<file path="src/include/csm_pkg.sv">
package csm_pkg;

    // number of select lines: lines 0..10 plus the boot select at index 11
    localparam int          CSM_NUM_SEL     = 12;
    localparam int          CSM_BOOT_IDX    = 11;
    localparam int          CSM_PORT_LO     = 3;
    localparam int          CSM_PORT_HI     = 9;

    // register map, byte addresses on the wishbone port
    localparam logic [7:0]  CSM_OPT_BASE    = 8'h00;
    localparam logic [7:0]  CSM_BAR_BASE    = 8'h40;
    localparam logic [7:0]  CSM_PINS_OFS    = 8'h80;
    localparam logic [7:0]  CSM_PORT_OFS    = 8'h84;
    localparam logic [7:0]  CSM_STATUS_OFS  = 8'h88;

    // reset values
    localparam logic [15:0] CSM_OPT_RST     = 16'h0000;
    localparam logic [15:0] CSM_OPT_BOOT_RST = 16'h7b70;
    localparam logic [15:0] CSM_BAR_RST     = 16'h0000;
    localparam logic [15:0] CSM_BAR_BOOT_RST = 16'h0007;
    localparam logic [23:0] CSM_PINS_RST    = 24'hffffff;
    localparam logic [6:0]  CSM_PORT_RST    = 7'h00;

    // option field encodings
    localparam logic [1:0]  CSM_BYTE_OFF    = 2'h0;
    localparam logic [1:0]  CSM_BYTE_LOWER  = 2'h1;
    localparam logic [1:0]  CSM_BYTE_UPPER  = 2'h2;
    localparam logic [1:0]  CSM_RW_READ     = 2'h1;
    localparam logic [1:0]  CSM_RW_WRITE    = 2'h2;
    localparam logic [1:0]  CSM_RW_BOTH     = 2'h3;
    localparam logic [1:0]  CSM_SP_CPU      = 2'h0;
    localparam logic [1:0]  CSM_SP_USER     = 2'h1;
    localparam logic [1:0]  CSM_SP_SUPV     = 2'h2;
    localparam logic [3:0]  CSM_ACK_FAST    = 4'he;
    localparam logic [3:0]  CSM_ACK_EXT     = 4'hf;
    localparam logic [2:0]  CSM_FC_CPU      = 3'h7;
    localparam logic [3:0]  CSM_IACK_TYPE   = 4'hf;
    localparam logic [1:0]  CSM_SIZ_BYTE    = 2'h1;

    // internal acknowledge timing in clk_i cycles
    localparam logic [5:0]  CSM_ACK_BASE_CYC = 6'h02;
    localparam logic [5:0]  CSM_CYC_PER_WAIT = 6'h02;
    localparam logic [5:0]  CSM_FAST_CYC     = 6'h01;

    // pin assignment encodings
    typedef enum logic [1:0] {
        CSM_PIN_DISCRETE = 2'b00,
        CSM_PIN_ALT      = 2'b01,
        CSM_PIN_SEL8     = 2'b10,
        CSM_PIN_SEL16    = 2'b11
    } csm_pin_e_t;

    // option register layout
    typedef struct packed {
        logic       mode;
        logic [1:0] byte_en;
        logic [1:0] rw;
        logic       strobe_select;
        logic [3:0] data_size_ack;
        logic [1:0] space;
        logic [2:0] priority_mask;
        logic       autovector_request;
    } csm_opt_t;

    // base register layout: base address bits 23..11 and block size
    typedef struct packed {
        logic [12:0] base;
        logic [2:0]  block_size_field;
    } csm_bar_t;

    // external bus pins watched by the select logic
    typedef struct packed {
        logic [23:0] addr;
        logic [2:0]  function_code;
        logic        rw;
        logic [1:0]  transfer_size_bits;
        logic        addr_strobe_line_n;
        logic        data_strobe_n;
        logic        slow_bus_clock;
    } csm_bus_t;

    localparam logic [32:0] CSM_BUS_IDLE = 33'h00000000e;

endpackage : csm_pkg

</file>
<file path="src/hdl/csm_sync.sv">
`timescale 1ns/1ns
module csm_sync #(
    parameter int          W       = 1,
    parameter logic [W-1:0] RST_VAL = '0
) (
    // clock and reset
    input  wire logic         clk_i,
    input  wire logic         rst_i,
    // raw and filtered signals
    input  wire logic [W-1:0] d_i,
    output logic      [W-1:0] q_o
);
    typedef struct packed {
        logic [W-1:0] s1;
        logic [W-1:0] s2;
        logic [W-1:0] s3;
        logic [W-1:0] q;
    } csm_sync_st_t;

    csm_sync_st_t st_q, st_d;

    // three stages; a bit changes once the second and third agree
    always_comb begin
        st_d    = st_q;
        st_d.s1 = d_i;
        st_d.s2 = st_q.s1;
        st_d.s3 = st_q.s2;
        for (int i = 0; i < W; i++) begin
            if (st_q.s2[i] == st_q.s3[i]) begin
                st_d.q[i] = st_q.s3[i];
            end
        end
    end

    always_ff @(posedge clk_i) begin
        if (rst_i) begin
            st_q <= {RST_VAL, RST_VAL, RST_VAL, RST_VAL};
        end else begin
            st_q <= st_d;
        end
    end

    assign q_o = st_q.q;

endmodule : csm_sync

</file>
<file path="src/hdl/csm_ack_timer.sv">
`timescale 1ns/1ns
module csm_ack_timer
    import csm_pkg::*;
(
    // clock and reset
    input  wire logic       clk_i,
    input  wire logic       rst_i,
    // control
    input  wire logic       start_i,
    input  wire logic [3:0] waits_i,
    input  wire logic       clear_i,
    output logic            done_o
);
    typedef struct packed {
        logic [5:0] cnt;
        logic       busy;
        logic       done;
    } csm_tmr_st_t;

    csm_tmr_st_t st_q, st_d;

    // load the wait count, count down, hold done until cleared
    always_comb begin
        st_d = st_q;
        if (clear_i) begin
            st_d = '0;
        end else if (start_i) begin
            st_d.busy = 1'b1;
            st_d.done = 1'b0;
            if (waits_i == CSM_ACK_FAST) begin
                st_d.cnt = CSM_FAST_CYC;
            end else begin
                st_d.cnt = 6'(CSM_ACK_BASE_CYC + CSM_CYC_PER_WAIT * 6'(waits_i));
            end
        end else if (st_q.busy) begin
            if (st_q.cnt == 6'h01) begin
                st_d.busy = 1'b0;
                st_d.done = 1'b1;
            end
            st_d.cnt = 6'(st_q.cnt - 6'h01);
        end
    end

    always_ff @(posedge clk_i) begin
        if (rst_i) begin
            st_q <= '0;
        end else begin
            st_q <= st_d;
        end
    end

    assign done_o = st_q.done;

endmodule : csm_ack_timer

</file>
<file path="src/hdl/csm_select.sv">
`timescale 1ns/1ns
// Operation
// - mode bit picks async or slow-clock-aligned assertion
// - byte field: off, lower, upper, both
// - 8-bit port enables on any nonzero byte
// - reset clears byte fields, boot gets both
// - read/write field: reserved, read, write, both
// - strobe select picks address or data strobe in async mode
// - ack field: 0..13 waits, fast, external
// - space field: cpu, user, supervisor, either
// - cpu space compares priority, zero matches all
// - autovector bit gives internal autovector, pins only
// - discrete output lines 3..9 show latched port bit
// - compare address, direction, byte lanes per line
// - assert with strobe or with slow clock
// - internal ack after programmed waits in async mode only, else external
// - cpu space cycles compare base like others
// - no response to internal module acknowledge
// - autovector ends the acknowledge cycle
// - block size selects compared address lines
// - pin field: discrete, alternate, 8-bit, 16-bit
module csm_select
    import csm_pkg::*;
(
    // clock and reset
    input  wire logic                   clk_i,
    input  wire logic                   rst_i,
    // wishbone slave
    input  wire logic                   wb_cyc_i,
    input  wire logic                   wb_stb_i,
    input  wire logic                   wb_we_i,
    input  wire logic [7:0]             wb_adr_i,
    input  wire logic [3:0]             wb_sel_i,
    input  wire logic [31:0]            wb_dat_i,
    output logic      [31:0]            wb_dat_o,
    output logic                        wb_ack_o,
    // external bus pins and interrupt context
    input  wire csm_pkg::csm_bus_t      ext_bus_i,
    input  wire logic                   iack_internal_i,
    input  wire logic                   irq_pin_source_i,
    // select and acknowledge outputs
    output logic [csm_pkg::CSM_NUM_SEL-1:0] select_n_o,
    output logic                        data_size_ack_n_o,
    output logic                        autovector_request_n_o
);
    import csm_pkg::*;

    typedef enum logic [1:0] {
        CSM_CYC_IDLE  = 2'b00,
        CSM_CYC_ADDR  = 2'b01,
        CSM_CYC_ACKED = 2'b10
    } csm_cyc_e_t;

    typedef struct packed {
        logic [CSM_NUM_SEL-1:0][15:0] opt;
        logic [CSM_NUM_SEL-1:0][15:0] bar;
        logic [23:0]                  pins;
        logic [6:0]                   port_out_bits;
        logic [CSM_NUM_SEL-1:0]       sel_n;
        logic [CSM_NUM_SEL-1:0]       sync_sel;
        logic                         data_size_ack_n;
        logic                         autovector_request_n;
        csm_cyc_e_t                   cyc;
        logic                         slow_bus_clock_prev;
        logic [31:0]                  rdata;
        logic                         ack;
    } csm_st_t;

    csm_st_t  st_q, st_d;
    csm_bus_t bus;
    logic     tmr_start;
    logic [3:0] tmr_waits;
    logic     tmr_clear;
    logic     tmr_done;

    // mask of base bits compared for a block size
    function automatic logic [12:0] blk_mask(input logic [2:0] bs);
        case (bs)
            3'h0:    blk_mask = 13'h1fff;
            3'h1:    blk_mask = 13'h1ffc;
            3'h2:    blk_mask = 13'h1ff8;
            3'h3:    blk_mask = 13'h1fe0;
            3'h4:    blk_mask = 13'h1fc0;
            3'h5:    blk_mask = 13'h1f80;
            3'h6:    blk_mask = 13'h1f00;
            3'h7:    blk_mask = 13'h1e00;
            default: blk_mask = 13'h1fff;
        endcase
    endfunction : blk_mask

    // byte-lane merge of a write into a stored word
    function automatic logic [31:0] lane_merge(input logic [31:0] old,
                                               input logic [31:0] nw,
                                               input logic [3:0]  sel);
        lane_merge = old;
        for (int b = 0; b < 4; b++) begin
            if (sel[b]) begin
                lane_merge[b*8 +: 8] = nw[b*8 +: 8];
            end
        end
    endfunction : lane_merge

    // full qualification of one line against the current access
    function automatic logic line_match(input csm_opt_t  o,
                                        input csm_bar_t  br,
                                        input logic [1:0] pin,
                                        input csm_bus_t  b);
        logic m_addr;
        logic m_rw;
        logic m_byte;
        logic m_space;
        logic m_ipl;
        logic cpu_sp;
        logic iack;
        logic lower;
        logic upper;
        logic [12:0] mk;
        mk     = blk_mask(br.block_size_field);
        cpu_sp = (b.function_code == CSM_FC_CPU);
        iack   = cpu_sp && (b.addr[19:16] == CSM_IACK_TYPE);
        m_addr = ((b.addr[23:11] ^ br.base) & mk) == 13'h0000;
        case (o.rw)
            CSM_RW_READ:  m_rw = b.rw;
            CSM_RW_WRITE: m_rw = !b.rw;
            CSM_RW_BOTH:  m_rw = 1'b1;
            default:      m_rw = 1'b0;
        endcase
        lower = b.addr[0] || (b.transfer_size_bits != CSM_SIZ_BYTE);
        upper = !b.addr[0];
        if (o.byte_en == CSM_BYTE_OFF) begin
            m_byte = 1'b0;
        end else if (pin == CSM_PIN_SEL8) begin
            m_byte = 1'b1;
        end else if (o.byte_en == CSM_BYTE_LOWER) begin
            m_byte = lower;
        end else if (o.byte_en == CSM_BYTE_UPPER) begin
            m_byte = upper;
        end else begin
            m_byte = 1'b1;
        end
        case (o.space)
            CSM_SP_CPU:  m_space = cpu_sp;
            CSM_SP_USER: m_space = !b.function_code[2];
            CSM_SP_SUPV: m_space = b.function_code[2] && !cpu_sp;
            default:     m_space = !cpu_sp;
        endcase
        m_ipl = 1'b1;
        if (o.space == CSM_SP_CPU && iack) begin
            m_ipl = (o.priority_mask == 3'h0) || (o.priority_mask == b.addr[3:1]);
        end
        line_match = m_addr && m_rw && m_byte && m_space && m_ipl;
    endfunction : line_match

    // pin inputs filtered into the clock domain
    csm_sync #(
        .W       (33),
        .RST_VAL (CSM_BUS_IDLE)
    ) u_bus_sync (
        .clk_i (clk_i),
        .rst_i (rst_i),
        .d_i   (ext_bus_i),
        .q_o   (bus)
    );

    // internal acknowledge wait counter
    csm_ack_timer u_ack_timer (
        .clk_i   (clk_i),
        .rst_i   (rst_i),
        .start_i (tmr_start),
        .waits_i (tmr_waits),
        .clear_i (tmr_clear),
        .done_o  (tmr_done)
    );

    // register file, select timing and cycle termination
    always_comb begin
        logic                   as_on;
        logic                   ds_on;
        logic                   slow_bus_clock_rise;
        logic                   iack;
        logic                   blocked;
        logic                   strobe_on;
        logic                   any_autovector_request;
        logic                   found;
        logic [CSM_NUM_SEL-1:0] m;
        logic [3:0]             idx;
        logic [31:0]            wv;
        csm_opt_t               o;
        as_on     = 1'b0;
        ds_on     = 1'b0;
        slow_bus_clock_rise = 1'b0;
        iack      = 1'b0;
        blocked   = 1'b0;
        strobe_on = 1'b0;
        any_autovector_request  = 1'b0;
        found     = 1'b0;
        m         = '0;
        idx       = 4'h0;
        wv        = 32'h00000000;
        o         = '0;
        st_d      = st_q;
        tmr_start = 1'b0;
        tmr_waits = 4'h0;
        tmr_clear = 1'b0;

        // wishbone: ack one cycle after the request, drop it the next
        st_d.ack = wb_cyc_i && wb_stb_i && !st_q.ack;
        if (wb_cyc_i && wb_stb_i && !st_q.ack) begin
            st_d.rdata = 32'h00000000;
            if (wb_adr_i < CSM_BAR_BASE && wb_adr_i[7:2] < 6'(CSM_NUM_SEL)) begin
                st_d.rdata = {16'h0000, st_q.opt[wb_adr_i[5:2]]};
            end else if (wb_adr_i >= CSM_BAR_BASE && wb_adr_i < CSM_PINS_OFS
                         && wb_adr_i[5:2] < 4'(CSM_NUM_SEL)) begin
                st_d.rdata = {16'h0000, st_q.bar[wb_adr_i[5:2]]};
            end else if (wb_adr_i == CSM_PINS_OFS) begin
                st_d.rdata = {8'h00, st_q.pins};
            end else if (wb_adr_i == CSM_PORT_OFS) begin
                st_d.rdata = {25'h0000000, st_q.port_out_bits};
            end else if (wb_adr_i == CSM_STATUS_OFS) begin
                st_d.rdata = {16'h0000, st_q.cyc, st_q.autovector_request_n, st_q.data_size_ack_n,
                              st_q.sel_n};
            end
        end

        // writes land on the edge that drops ack
        if (wb_cyc_i && wb_stb_i && wb_we_i && st_q.ack) begin
            if (wb_adr_i < CSM_BAR_BASE && wb_adr_i[7:2] < 6'(CSM_NUM_SEL)) begin
                wv = lane_merge({16'h0000, st_q.opt[wb_adr_i[5:2]]}, wb_dat_i, wb_sel_i);
                st_d.opt[wb_adr_i[5:2]] = wv[15:0];
            end else if (wb_adr_i >= CSM_BAR_BASE && wb_adr_i < CSM_PINS_OFS
                         && wb_adr_i[5:2] < 4'(CSM_NUM_SEL)) begin
                wv = lane_merge({16'h0000, st_q.bar[wb_adr_i[5:2]]}, wb_dat_i, wb_sel_i);
                st_d.bar[wb_adr_i[5:2]] = wv[15:0];
            end else if (wb_adr_i == CSM_PINS_OFS) begin
                wv = lane_merge({8'h00, st_q.pins}, wb_dat_i, wb_sel_i);
                st_d.pins = wv[23:0];
            end else if (wb_adr_i == CSM_PORT_OFS && wb_sel_i[0]) begin
                st_d.port_out_bits = wb_dat_i[6:0];
            end
        end

        // access decode on the filtered pins
        as_on          = !bus.addr_strobe_line_n;
        ds_on          = !bus.data_strobe_n;
        slow_bus_clock_rise      = bus.slow_bus_clock && !st_q.slow_bus_clock_prev;
        st_d.slow_bus_clock_prev = bus.slow_bus_clock;
        iack           = (bus.function_code == CSM_FC_CPU)
                         && (bus.addr[19:16] == CSM_IACK_TYPE);
        blocked        = iack && iack_internal_i;
        for (int i = 0; i < CSM_NUM_SEL; i++) begin
            m[i] = line_match(csm_opt_t'(st_q.opt[i]), csm_bar_t'(st_q.bar[i]),
                              st_q.pins[2*i +: 2], bus) && !blocked;
        end

        // per-line select timing and pin function
        for (int i = 0; i < CSM_NUM_SEL; i++) begin
            o = csm_opt_t'(st_q.opt[i]);
            if (!as_on) begin
                st_d.sync_sel[i] = 1'b0;
            end else if (slow_bus_clock_rise && m[i]) begin
                st_d.sync_sel[i] = 1'b1;
            end
            strobe_on = o.strobe_select ? ds_on : as_on;
            if (o.mode) begin
                st_d.sel_n[i] = !st_d.sync_sel[i];
            end else begin
                st_d.sel_n[i] = !(m[i] && strobe_on);
            end
            if (st_q.pins[2*i +: 2] == CSM_PIN_DISCRETE
                && i >= CSM_PORT_LO && i <= CSM_PORT_HI) begin
                st_d.sel_n[i] = st_q.port_out_bits[i - CSM_PORT_LO];
            end else if (st_q.pins[2*i +: 2] == CSM_PIN_ALT) begin
                st_d.sel_n[i] = 1'b1;
            end
            if (m[i] && o.autovector_request) begin
                any_autovector_request = 1'b1;
            end
            if (!found && m[i] && !o.mode && o.data_size_ack != CSM_ACK_EXT) begin
                found = 1'b1;
                idx   = 4'(i);
            end
        end

        // bus cycle tracking and termination
        case (st_q.cyc)
            CSM_CYC_IDLE: begin
                if (as_on) begin
                    st_d.cyc = CSM_CYC_ADDR;
                    if (found) begin
                        tmr_start = 1'b1;
                        o         = csm_opt_t'(st_q.opt[idx]);
                        tmr_waits = o.data_size_ack;
                    end
                end
            end
            CSM_CYC_ADDR: begin
                if (!as_on) begin
                    st_d.cyc  = CSM_CYC_IDLE;
                    tmr_clear = 1'b1;
                end else if (iack && irq_pin_source_i && any_autovector_request) begin
                    st_d.autovector_request_n = 1'b0;
                    st_d.cyc    = CSM_CYC_ACKED;
                end else if (tmr_done) begin
                    st_d.data_size_ack_n = 1'b0;
                    st_d.cyc     = CSM_CYC_ACKED;
                end
            end
            CSM_CYC_ACKED: begin
                if (!as_on) begin
                    st_d.cyc     = CSM_CYC_IDLE;
                    st_d.data_size_ack_n = 1'b1;
                    st_d.autovector_request_n  = 1'b1;
                    tmr_clear    = 1'b1;
                end
            end
            default: begin
                st_d.cyc  = CSM_CYC_IDLE;
                tmr_clear = 1'b1;
            end
        endcase
    end

    // state register with documented reset values
    always_ff @(posedge clk_i) begin
        if (rst_i) begin
            for (int i = 0; i < CSM_NUM_SEL; i++) begin
                st_q.opt[i] <= CSM_OPT_RST;
                st_q.bar[i] <= CSM_BAR_RST;
            end
            st_q.opt[CSM_BOOT_IDX] <= CSM_OPT_BOOT_RST;
            st_q.bar[CSM_BOOT_IDX] <= CSM_BAR_BOOT_RST;
            st_q.pins          <= CSM_PINS_RST;
            st_q.port_out_bits <= CSM_PORT_RST;
            st_q.sel_n         <= '1;
            st_q.sync_sel      <= '0;
            st_q.data_size_ack_n       <= 1'b1;
            st_q.autovector_request_n        <= 1'b1;
            st_q.cyc           <= CSM_CYC_IDLE;
            st_q.slow_bus_clock_prev     <= 1'b0;
            st_q.rdata         <= 32'h00000000;
            st_q.ack           <= 1'b0;
        end else begin
            st_q <= st_d;
        end
    end

    // outputs straight from the state register
    assign wb_dat_o               = st_q.rdata;
    assign wb_ack_o               = st_q.ack;
    assign select_n_o             = st_q.sel_n;
    assign data_size_ack_n_o      = st_q.data_size_ack_n;
    assign autovector_request_n_o = st_q.autovector_request_n;

endmodule : csm_select

</file>
<file path="config.mk">
export PLATFORM = sky130hd
export DESIGN_NAME = csm_select
export DESIGN_NICKNAME = d
export VERILOG_FILES = /design/src/include/csm_pkg.sv /design/src/hdl/csm_sync.sv /design/src/hdl/csm_ack_timer.sv /design/src/hdl/csm_select.sv
export SDC_FILE = /design/constraint.sdc
export NUM_CORES = 2
export LEC_CHECK = 0
export BUFFER_PORTS_ARGS = -buffer_cell sky130_fd_sc_hd__buf_2
export CAP_MARGIN = 20
export CELL_PAD_IN_SITES_DETAIL_PLACEMENT = 1
export CELL_PAD_IN_SITES_GLOBAL_PLACEMENT = 2
export CORE_ASPECT_RATIO = 0.7
export CORE_MARGIN = 8
export CORE_UTILIZATION = 26
export DETAILED_ROUTE_END_ITERATION = 8
export PLACE_DENSITY_LB_ADDON = 0.25
export SYNTH_ARGS = -nofsm -noshare
export SYNTH_HDL_FRONTEND = slang
export SYNTH_HIERARCHICAL = 1
export SYNTH_SLANG_ARGS = --single-unit
</file>
<file path="constraint.sdc">
create_clock -name clk_i -period 4.9 [get_ports clk_i]
set_input_delay 0.49 -clock clk_i [delete_from_list [all_inputs] [get_ports clk_i]]
set_output_delay 0.49 -clock clk_i [all_outputs]
set_load 0.1 [all_outputs]
</file>
[After elaboration in Yosys (flattened, before gate mapping)]
Memories as Yosys holds them, arrays and structs flattened. A register that Yosys moved wholly into a read port is not among the register bits.
Index checks and enable logic that the tools add are counted.
Operators by class
  add/subtract/negate cells: 2
  order comparisons: 8
  equal/unequal tests: 175
  multiplexer cells: 257
  bitwise gates (word level): 27
  reductions and logical operators: 303
Operator list (count)
  $bwmux 192: 2
  $bmux 16 s4: 3
  $logic_and 1x1->1: 158
  $and 13x13->13: 12
  $logic_not 13->1: 12
  $xor 13x13->13: 12
  $mux 1: 154
  $mux 32: 4
  $mux 8: 16
  $eq 2x2->1 const B: 61
  $eq 2x1->1 const B: 49
  $mux 3: 24
  $pmux 1 s3: 24
  $demux 16 s4: 1
  $logic_not 2->1: 32
  $mux 16: 4
  $logic_not 1->1: 56
  $mux 4: 14
  $ne 4x4->1 const B: 12
  $eq 3x3->1: 12
  $logic_not 3->1: 12
  $eq 1x1->1: 26
  $reduce_and 5->1: 5
  $eq 8x8->1 const B: 3
  29 further kinds: 64
Storage, ports and cells
  bits in registers: 610
  bits in read-only memories: 864
  input bits: 84
  output and inout bits: 47
  logic and storage cells: 857
  memories: 12
Memory list
  (name not given): depth 8, width 9, read ports 1, clocked after Yosys merged registers in 1, wr ports 0, RTL line csm_select.sv:78  | case (bs)
  (name not given): depth 8, width 9, read ports 1, clocked after Yosys merged registers in 1, wr ports 0, RTL line csm_select.sv:78
  (name not given): depth 8, width 9, read ports 1, clocked after Yosys merged registers in 1, wr ports 0, RTL line csm_select.sv:78
  (name not given): depth 8, width 9, read ports 1, clocked after Yosys merged registers in 1, wr ports 0, RTL line csm_select.sv:78
  (name not given): depth 8, width 9, read ports 1, clocked after Yosys merged registers in 1, wr ports 0, RTL line csm_select.sv:78
  (name not given): depth 8, width 9, read ports 1, clocked after Yosys merged registers in 1, wr ports 0, RTL line csm_select.sv:78
  +6 memories

[Longest topological paths before layout]
  depth in word-level cells: 75
  gate-level depth with buffers: 18
  depth with buffers taken out: 14

[Modules after synthesis]
Netlist, hierarchy kept.
Modules (own cells, without submodules)
  csm_select: instances 1, cells an instance 3360, area each 27570.2 um2, sequential area each 11070.6 um2
  csm_sync: instances 1, cells an instance 377, area each 4053.9 um2, sequential area each 2642.5 um2
  csm_ack_timer: instances 1, cells an instance 54, area each 489.2 um2, sequential area each 160.2 um2

[Least setup slack after synthesis]
Ideal clock, no wire load.
  path type: reg-to-reg
  start point: register u_bus_sync.st_q, in the netlist u_bus_sync/q_o[7]
  end point: register u_ack_timer/st_q[4] (netlist bit)
  library setup time: 0.103 ns
  data arrival time: 3.423 ns
  data required time: 4.797 ns
  path slack: 1.373 ns
  stages on the path, launching flop included: 18
  buffers on the path: 3
  period minus slack after synthesis: 3.527 ns
  cell sequence: dfxtp_1 buf_4 buf_4 nand2_2 buf_2 and2_1 o211ai_1 a311oi_1 nand3_1 or2_2 a221oi_4 nor2_8 mux2i_1 a221oi_1 and3_1 nor2b_1 a211oi_1 a2111oi_2
Between the ends
  longest elaborated chain between the ends: 73
  elaborated cells on any way between the ends: 160
  those cells by class: 1 x add/sub; 2 x eq/ne; 57 x mux; 100 x reduce/logical
RTL lines
  from (decl): RTL line csm_sync.sv:20  | csm_sync_st_t st_q, st_d;
  from (signal assigned): RTL line csm_sync.sv:37  | st_q <= {RST_VAL, RST_VAL, RST_VAL, RST_VAL};
  from (signal assigned): RTL line csm_sync.sv:39  | st_q <= st_d;
  $eq 3x3->1 *: RTL line csm_select.sv:119, csm_select.sv:247
  $logic_not 1->1: RTL line csm_select.sv:144, csm_select.sv:145
  $logic_and 1x1->1: RTL line csm_select.sv:144  | CSM_SP_SUPV: m_space = b.function_code[2] && !cpu_sp;
  $pmux 1 s3: RTL line csm_select.sv:141  | case (o.space)
  $logic_and 1x1->1 (2 in a row): RTL line csm_select.sv:151  | line_match = m_addr && m_rw && m_byte && m_space && m_ipl;
  $logic_and 1x1->1: RTL line csm_select.sv:252  | st_q.pins[2*i +: 2], bus) && !blocked;
  $logic_and 1x1->1 (2 in a row): RTL line csm_select.sv:278  | if (!found && m[i] && !o.mode && o.data_size_ack != CSM_ACK_EXT) begin
  $mux 1: RTL line csm_select.sv:278
  [56 not listed]
  $mux 10 (implied by the code): RTL line csm_select.sv:291  | o = csm_opt_t'(st_q.opt[idx]);
  $mux 4 *: RTL line csm_select.sv:289  | if (found) begin
  $mux 4 *: RTL line csm_select.sv:287  | if (as_on) begin
  $mux 4 *: RTL line csm_select.sv:285  | case (st_q.cyc)
  net tmr_waits[1]: RTL line csm_select.sv:72  | logic [3:0] tmr_waits;
  $add 2x5->6 or $eq 4x4->1 (tied branches): RTL line csm_ack_timer.sv:33, csm_ack_timer.sv:30
  $mux 6 *: RTL line csm_ack_timer.sv:30  | if (waits_i == CSM_ACK_FAST) begin
  $mux 8 *: RTL line csm_ack_timer.sv:27  | end else if (start_i) begin
  to (signal assigned): RTL line csm_ack_timer.sv:48  | st_q <= st_d;
  to (decl): RTL line csm_ack_timer.sv:20  | csm_tmr_st_t st_q, st_d;
The timed path passes the listed nets; every way through them passes the cells marked *. The select of a mux whose other input is x is not followed.
A chain may end at the register's enable or synchronous reset.

[Final worst setup path]
  start point: register u_bus_sync.st_q, in the netlist u_bus_sync/q_o[21]
  end point: register u_ack_timer/st_q[5] (netlist bit)
Between the ends
  longest elaborated chain between the ends: 74
  elaborated cells on any way between the ends: 178
  those cells by class: 1 x add/sub; 1 x eq/ne; 33 x mux; 24 x bitwise; 119 x reduce/logical
RTL lines
  $xor 13x13->13: RTL line csm_select.sv:121  | m_addr = ((b.addr[23:11] ^ br.base) & mk) == 13'h0000;
  $and 13x13->13: RTL line csm_select.sv:121
  $logic_not 13->1: RTL line csm_select.sv:121
  $logic_and 1x1->1 (4 in a row): RTL line csm_select.sv:151
  $logic_and 1x1->1: RTL line csm_select.sv:252
  $logic_and 1x1->1 (2 in a row): RTL line csm_select.sv:278
  $mux 1: RTL line csm_select.sv:278
  $logic_not 1->1: RTL line csm_select.sv:278
  [55 not listed]
  $mux 10 (implied by the code): RTL line csm_select.sv:291
  $mux 4 *: RTL line csm_select.sv:289
  $mux 4 *: RTL line csm_select.sv:287
  $mux 4 *: RTL line csm_select.sv:285
  net tmr_waits[1]: RTL line csm_select.sv:72
  $add 2x5->6 or $eq 4x4->1 (tied branches): RTL line csm_ack_timer.sv:33, csm_ack_timer.sv:30
  $mux 6 *: RTL line csm_ack_timer.sv:30
  $mux 8 *: RTL line csm_ack_timer.sv:27
Marks and branches as above.

==> parameters.txt <==
Parameter                              Value

Global route
  Number of antenna violations at the first check in global routing ... 8
  GRT Residual Overflow ... 0
  Overall Global Routing Usage ... roughly 22%
  Largest net degree at the start of global routing ... 150
  Number of global-route vias before repair ... 27700
  Global-route wire length before repair ... 210000 um

Route
  Number of nets with antenna violations after routing ... 0
  Number of detailed-route iterations in the first pass ... 7
  Vias ... 28600
  Routed len/inst ... 27.4 um
  Total Routed Length ... 148000 um
  Number of vias per cell ... between 5 and 6
  DRC violation total after the first TritonRoute iteration ... 2969
  DRC ... 0

Min path
  Class of the tightest hold or removal check ... in2reg
  Worst hold path stage count ... 2
  Hold Path Origin ... ext_bus_i[7]

Yosys
  Number of warnings reported in the yosys synthesis log ... 6
  Mapped Area ... 31300 sq um
  Post-synthesis instance total ... 3714
  Average cell area after synthesis ... roughly 8.4 sq um

Timing
  Headroom to the max-slew limit ... 23.6%
  RSZ-0062 raised after global routing ... false
  Setup tns final ... 0 ps
  Final number of max-transition violations ... 0
  Post-route minimum period ... 4690 ps
  Finish-stage setup viols ... 0
  Largest clock skew in the final design ... 25.9 ps
  Actual transition at the worst max-transition pin ... 1150 ps
  Final cycle utilization of the critical path ... 95.8%
  Final hold vios ... 0
  Max Fclk ... 0.213 GHz

Final layout
  Fraction of final layout cells sized beyond drive strength 1 ... 14.2%
  Final cell count without fillers ... around 5400
  Post-layout nets ... 3886
  Synth-to-Final Area Change ... 16.4%
  Area of all placed cells without fillers ... ~36000 sq um

Floorplan
  Core footprint ... roughly 120000 sq um
  Die Wd ... 431 um
  Initial Utilization ... roughly a quarter
  Number of placement rows ... 106
  Die Outline Area ... 132000 sq um
  Die boundary height ... 306 um
  I/O Pins ... 131

Worst setup path
  Critical register-to-register path startpoint ... u_bus_sync/q_o[21]
  WP data required ... around 5500 ps
  Data arrival time of the critical path ... between 5000 and 6000 ps
  Register-to-Register Path Depth ... 16
  Worst setup path startpoint ... u_bus_sync/q_o[21]
  Kind of critical path ... reg2reg
  CP endpoint kind ... register
  Max Fanout on Critical Path ... 6
  Kind of launch point of the worst setup path ... register

Run status
  Run status ... finished, final reports clean

Placed design
  # placed instances ... 5266
  Placer Congestion ... 0.883
  Half-perimeter wire length after placement ... between 100000 and 150000 um
  Number of buffers added on ports ... 106
  Total placed instance area ... 33800 sq um

Power
  P per Cell Area ... ~330 nW/um^2
  Max VDD drop ... 0.217 mV
  Power Total ... 11900 uW
  Static leakage ... 0.0136 uW

Clock network
  Clock insertion delay at the later pin of the skew report ... slightly below 700 ps
  Maximum count of clock buffers along a single path ... 3
  Num CTS Buffers ... 72
  Number of buffers inserted to repair setup after CTS ... 0
  Clk pin slew, worst setup/hold paths ... about 60 ps
  TritonCTS clock tree ... done
  CTS Root Cell ... sky130_fd_sc_hd__clkbuf_16
  Total clock sinks ... 665
  Number of H-tree levels ... 3

Flow run
  Max_cap viols ... 0
==> per-layer routing <==
layer / up-vias / share of wire [%] / GRT usage (%)
met1: 14600 / 52 / 34.5
met3: 149 / 8.5 / 5.59
met5: - / 0 / 0
li1: 12900 / - / -
met4: 0 / 1.8 / 3.84
met2: 1000 / 38 / 28.9
==> where the power goes <==
part	internal (uW)	leakage (uW)	switching [uW]
combinational	166	0.00703	506
clock	3230	0.00116	2520
sequential	5440	0.00538	16.4
total	8830	0.0136	3040
==> stage by stage <==
step / setup WS (ps) / utilization, % / hold WS [ps]
5_1_grt: 61.1 / 30.5 / 20.5
4_1_cts: 111 / 30.5 / 0.976
2_1_floorplan: 1370 / - / 383
3_5_place_dp: 145 / 28.3 / 397
6_report: 208 / 30.5 / 35.5
3_3_place_gp: 303 / 28.3 / 395
==> final cells by class <==
cell class                      instances  area [sq um]
Multi-Input combinational cell       2697         16300
Clock buffer                           99          2020
Clock inverter                         21           360
Fill cell                           14000         83000
Sequential cell                       665         13300
Inverter                               43           161
Timing Repair Buffer                  318          2300
Tap cell                             1566          1960
Antenna cell                            2          5.00
==> path summary, 6_finish.rpt <==
check             slack (ps)             endpoint
setup reg to reg         210  u_ack_timer/st_q[5]
setup / recovery         210  u_ack_timer/st_q[5]
hold reg to reg          410  u_bus_sync/st_d[36]
hold / removal            40  u_bus_sync/st_d[73]
==> worst max-delay path, stage by stage, from the launching register on <==
cell,delay (ps)
sky130_fd_sc_hd__dfxtp_1,660
sky130_fd_sc_hd__buf_12,210
sky130_fd_sc_hd__xor2_1,60
sky130_fd_sc_hd__o21ai_0,430
sky130_fd_sc_hd__o211ai_1,310
sky130_fd_sc_hd__nor4_2,550
sky130_fd_sc_hd__and2_1,200
sky130_fd_sc_hd__o22ai_1,170
sky130_fd_sc_hd__a2111o_1,580
sky130_fd_sc_hd__and3_1,220
sky130_fd_sc_hd__o31ai_1,280
sky130_fd_sc_hd__a221oi_1,100
sky130_fd_sc_hd__and3_1,220
sky130_fd_sc_hd__buf_4,160
sky130_fd_sc_hd__o211a_1,90
sky130_fd_sc_hd__o21ai_0,200
sky130_fd_sc_hd__o211a_1,180
==> timing repair <==
action	CTS	global route
hold endpoints to repair	22	0
endpoints found under the setup margin	0	3
hold buffers	22	0
resized for setup	0	2
==> placed cells by master (no fill, tap or decap), types with 59 or more instances in the layout <==
cell / n
sky130_fd_sc_hd__nand2_1: 976
sky130_fd_sc_hd__nor3_1: 59
sky130_fd_sc_hd__dfxtp_1: 663
sky130_fd_sc_hd__o21ai_0: 122
sky130_fd_sc_hd__xor2_1: 175
sky130_fd_sc_hd__clkbuf_16: 72
sky130_fd_sc_hd__buf_4: 182
sky130_fd_sc_hd__buf_2: 103
sky130_fd_sc_hd__a21oi_1: 465
sky130_fd_sc_hd__nand3_1: 60
sky130_fd_sc_hd__mux4_2: 96
sky130_fd_sc_hd__nor2_1: 125
sky130_fd_sc_hd__mux2i_1: 68
sky130_fd_sc_hd__nor2b_1: 87
(Power assumes the default switching activity.)
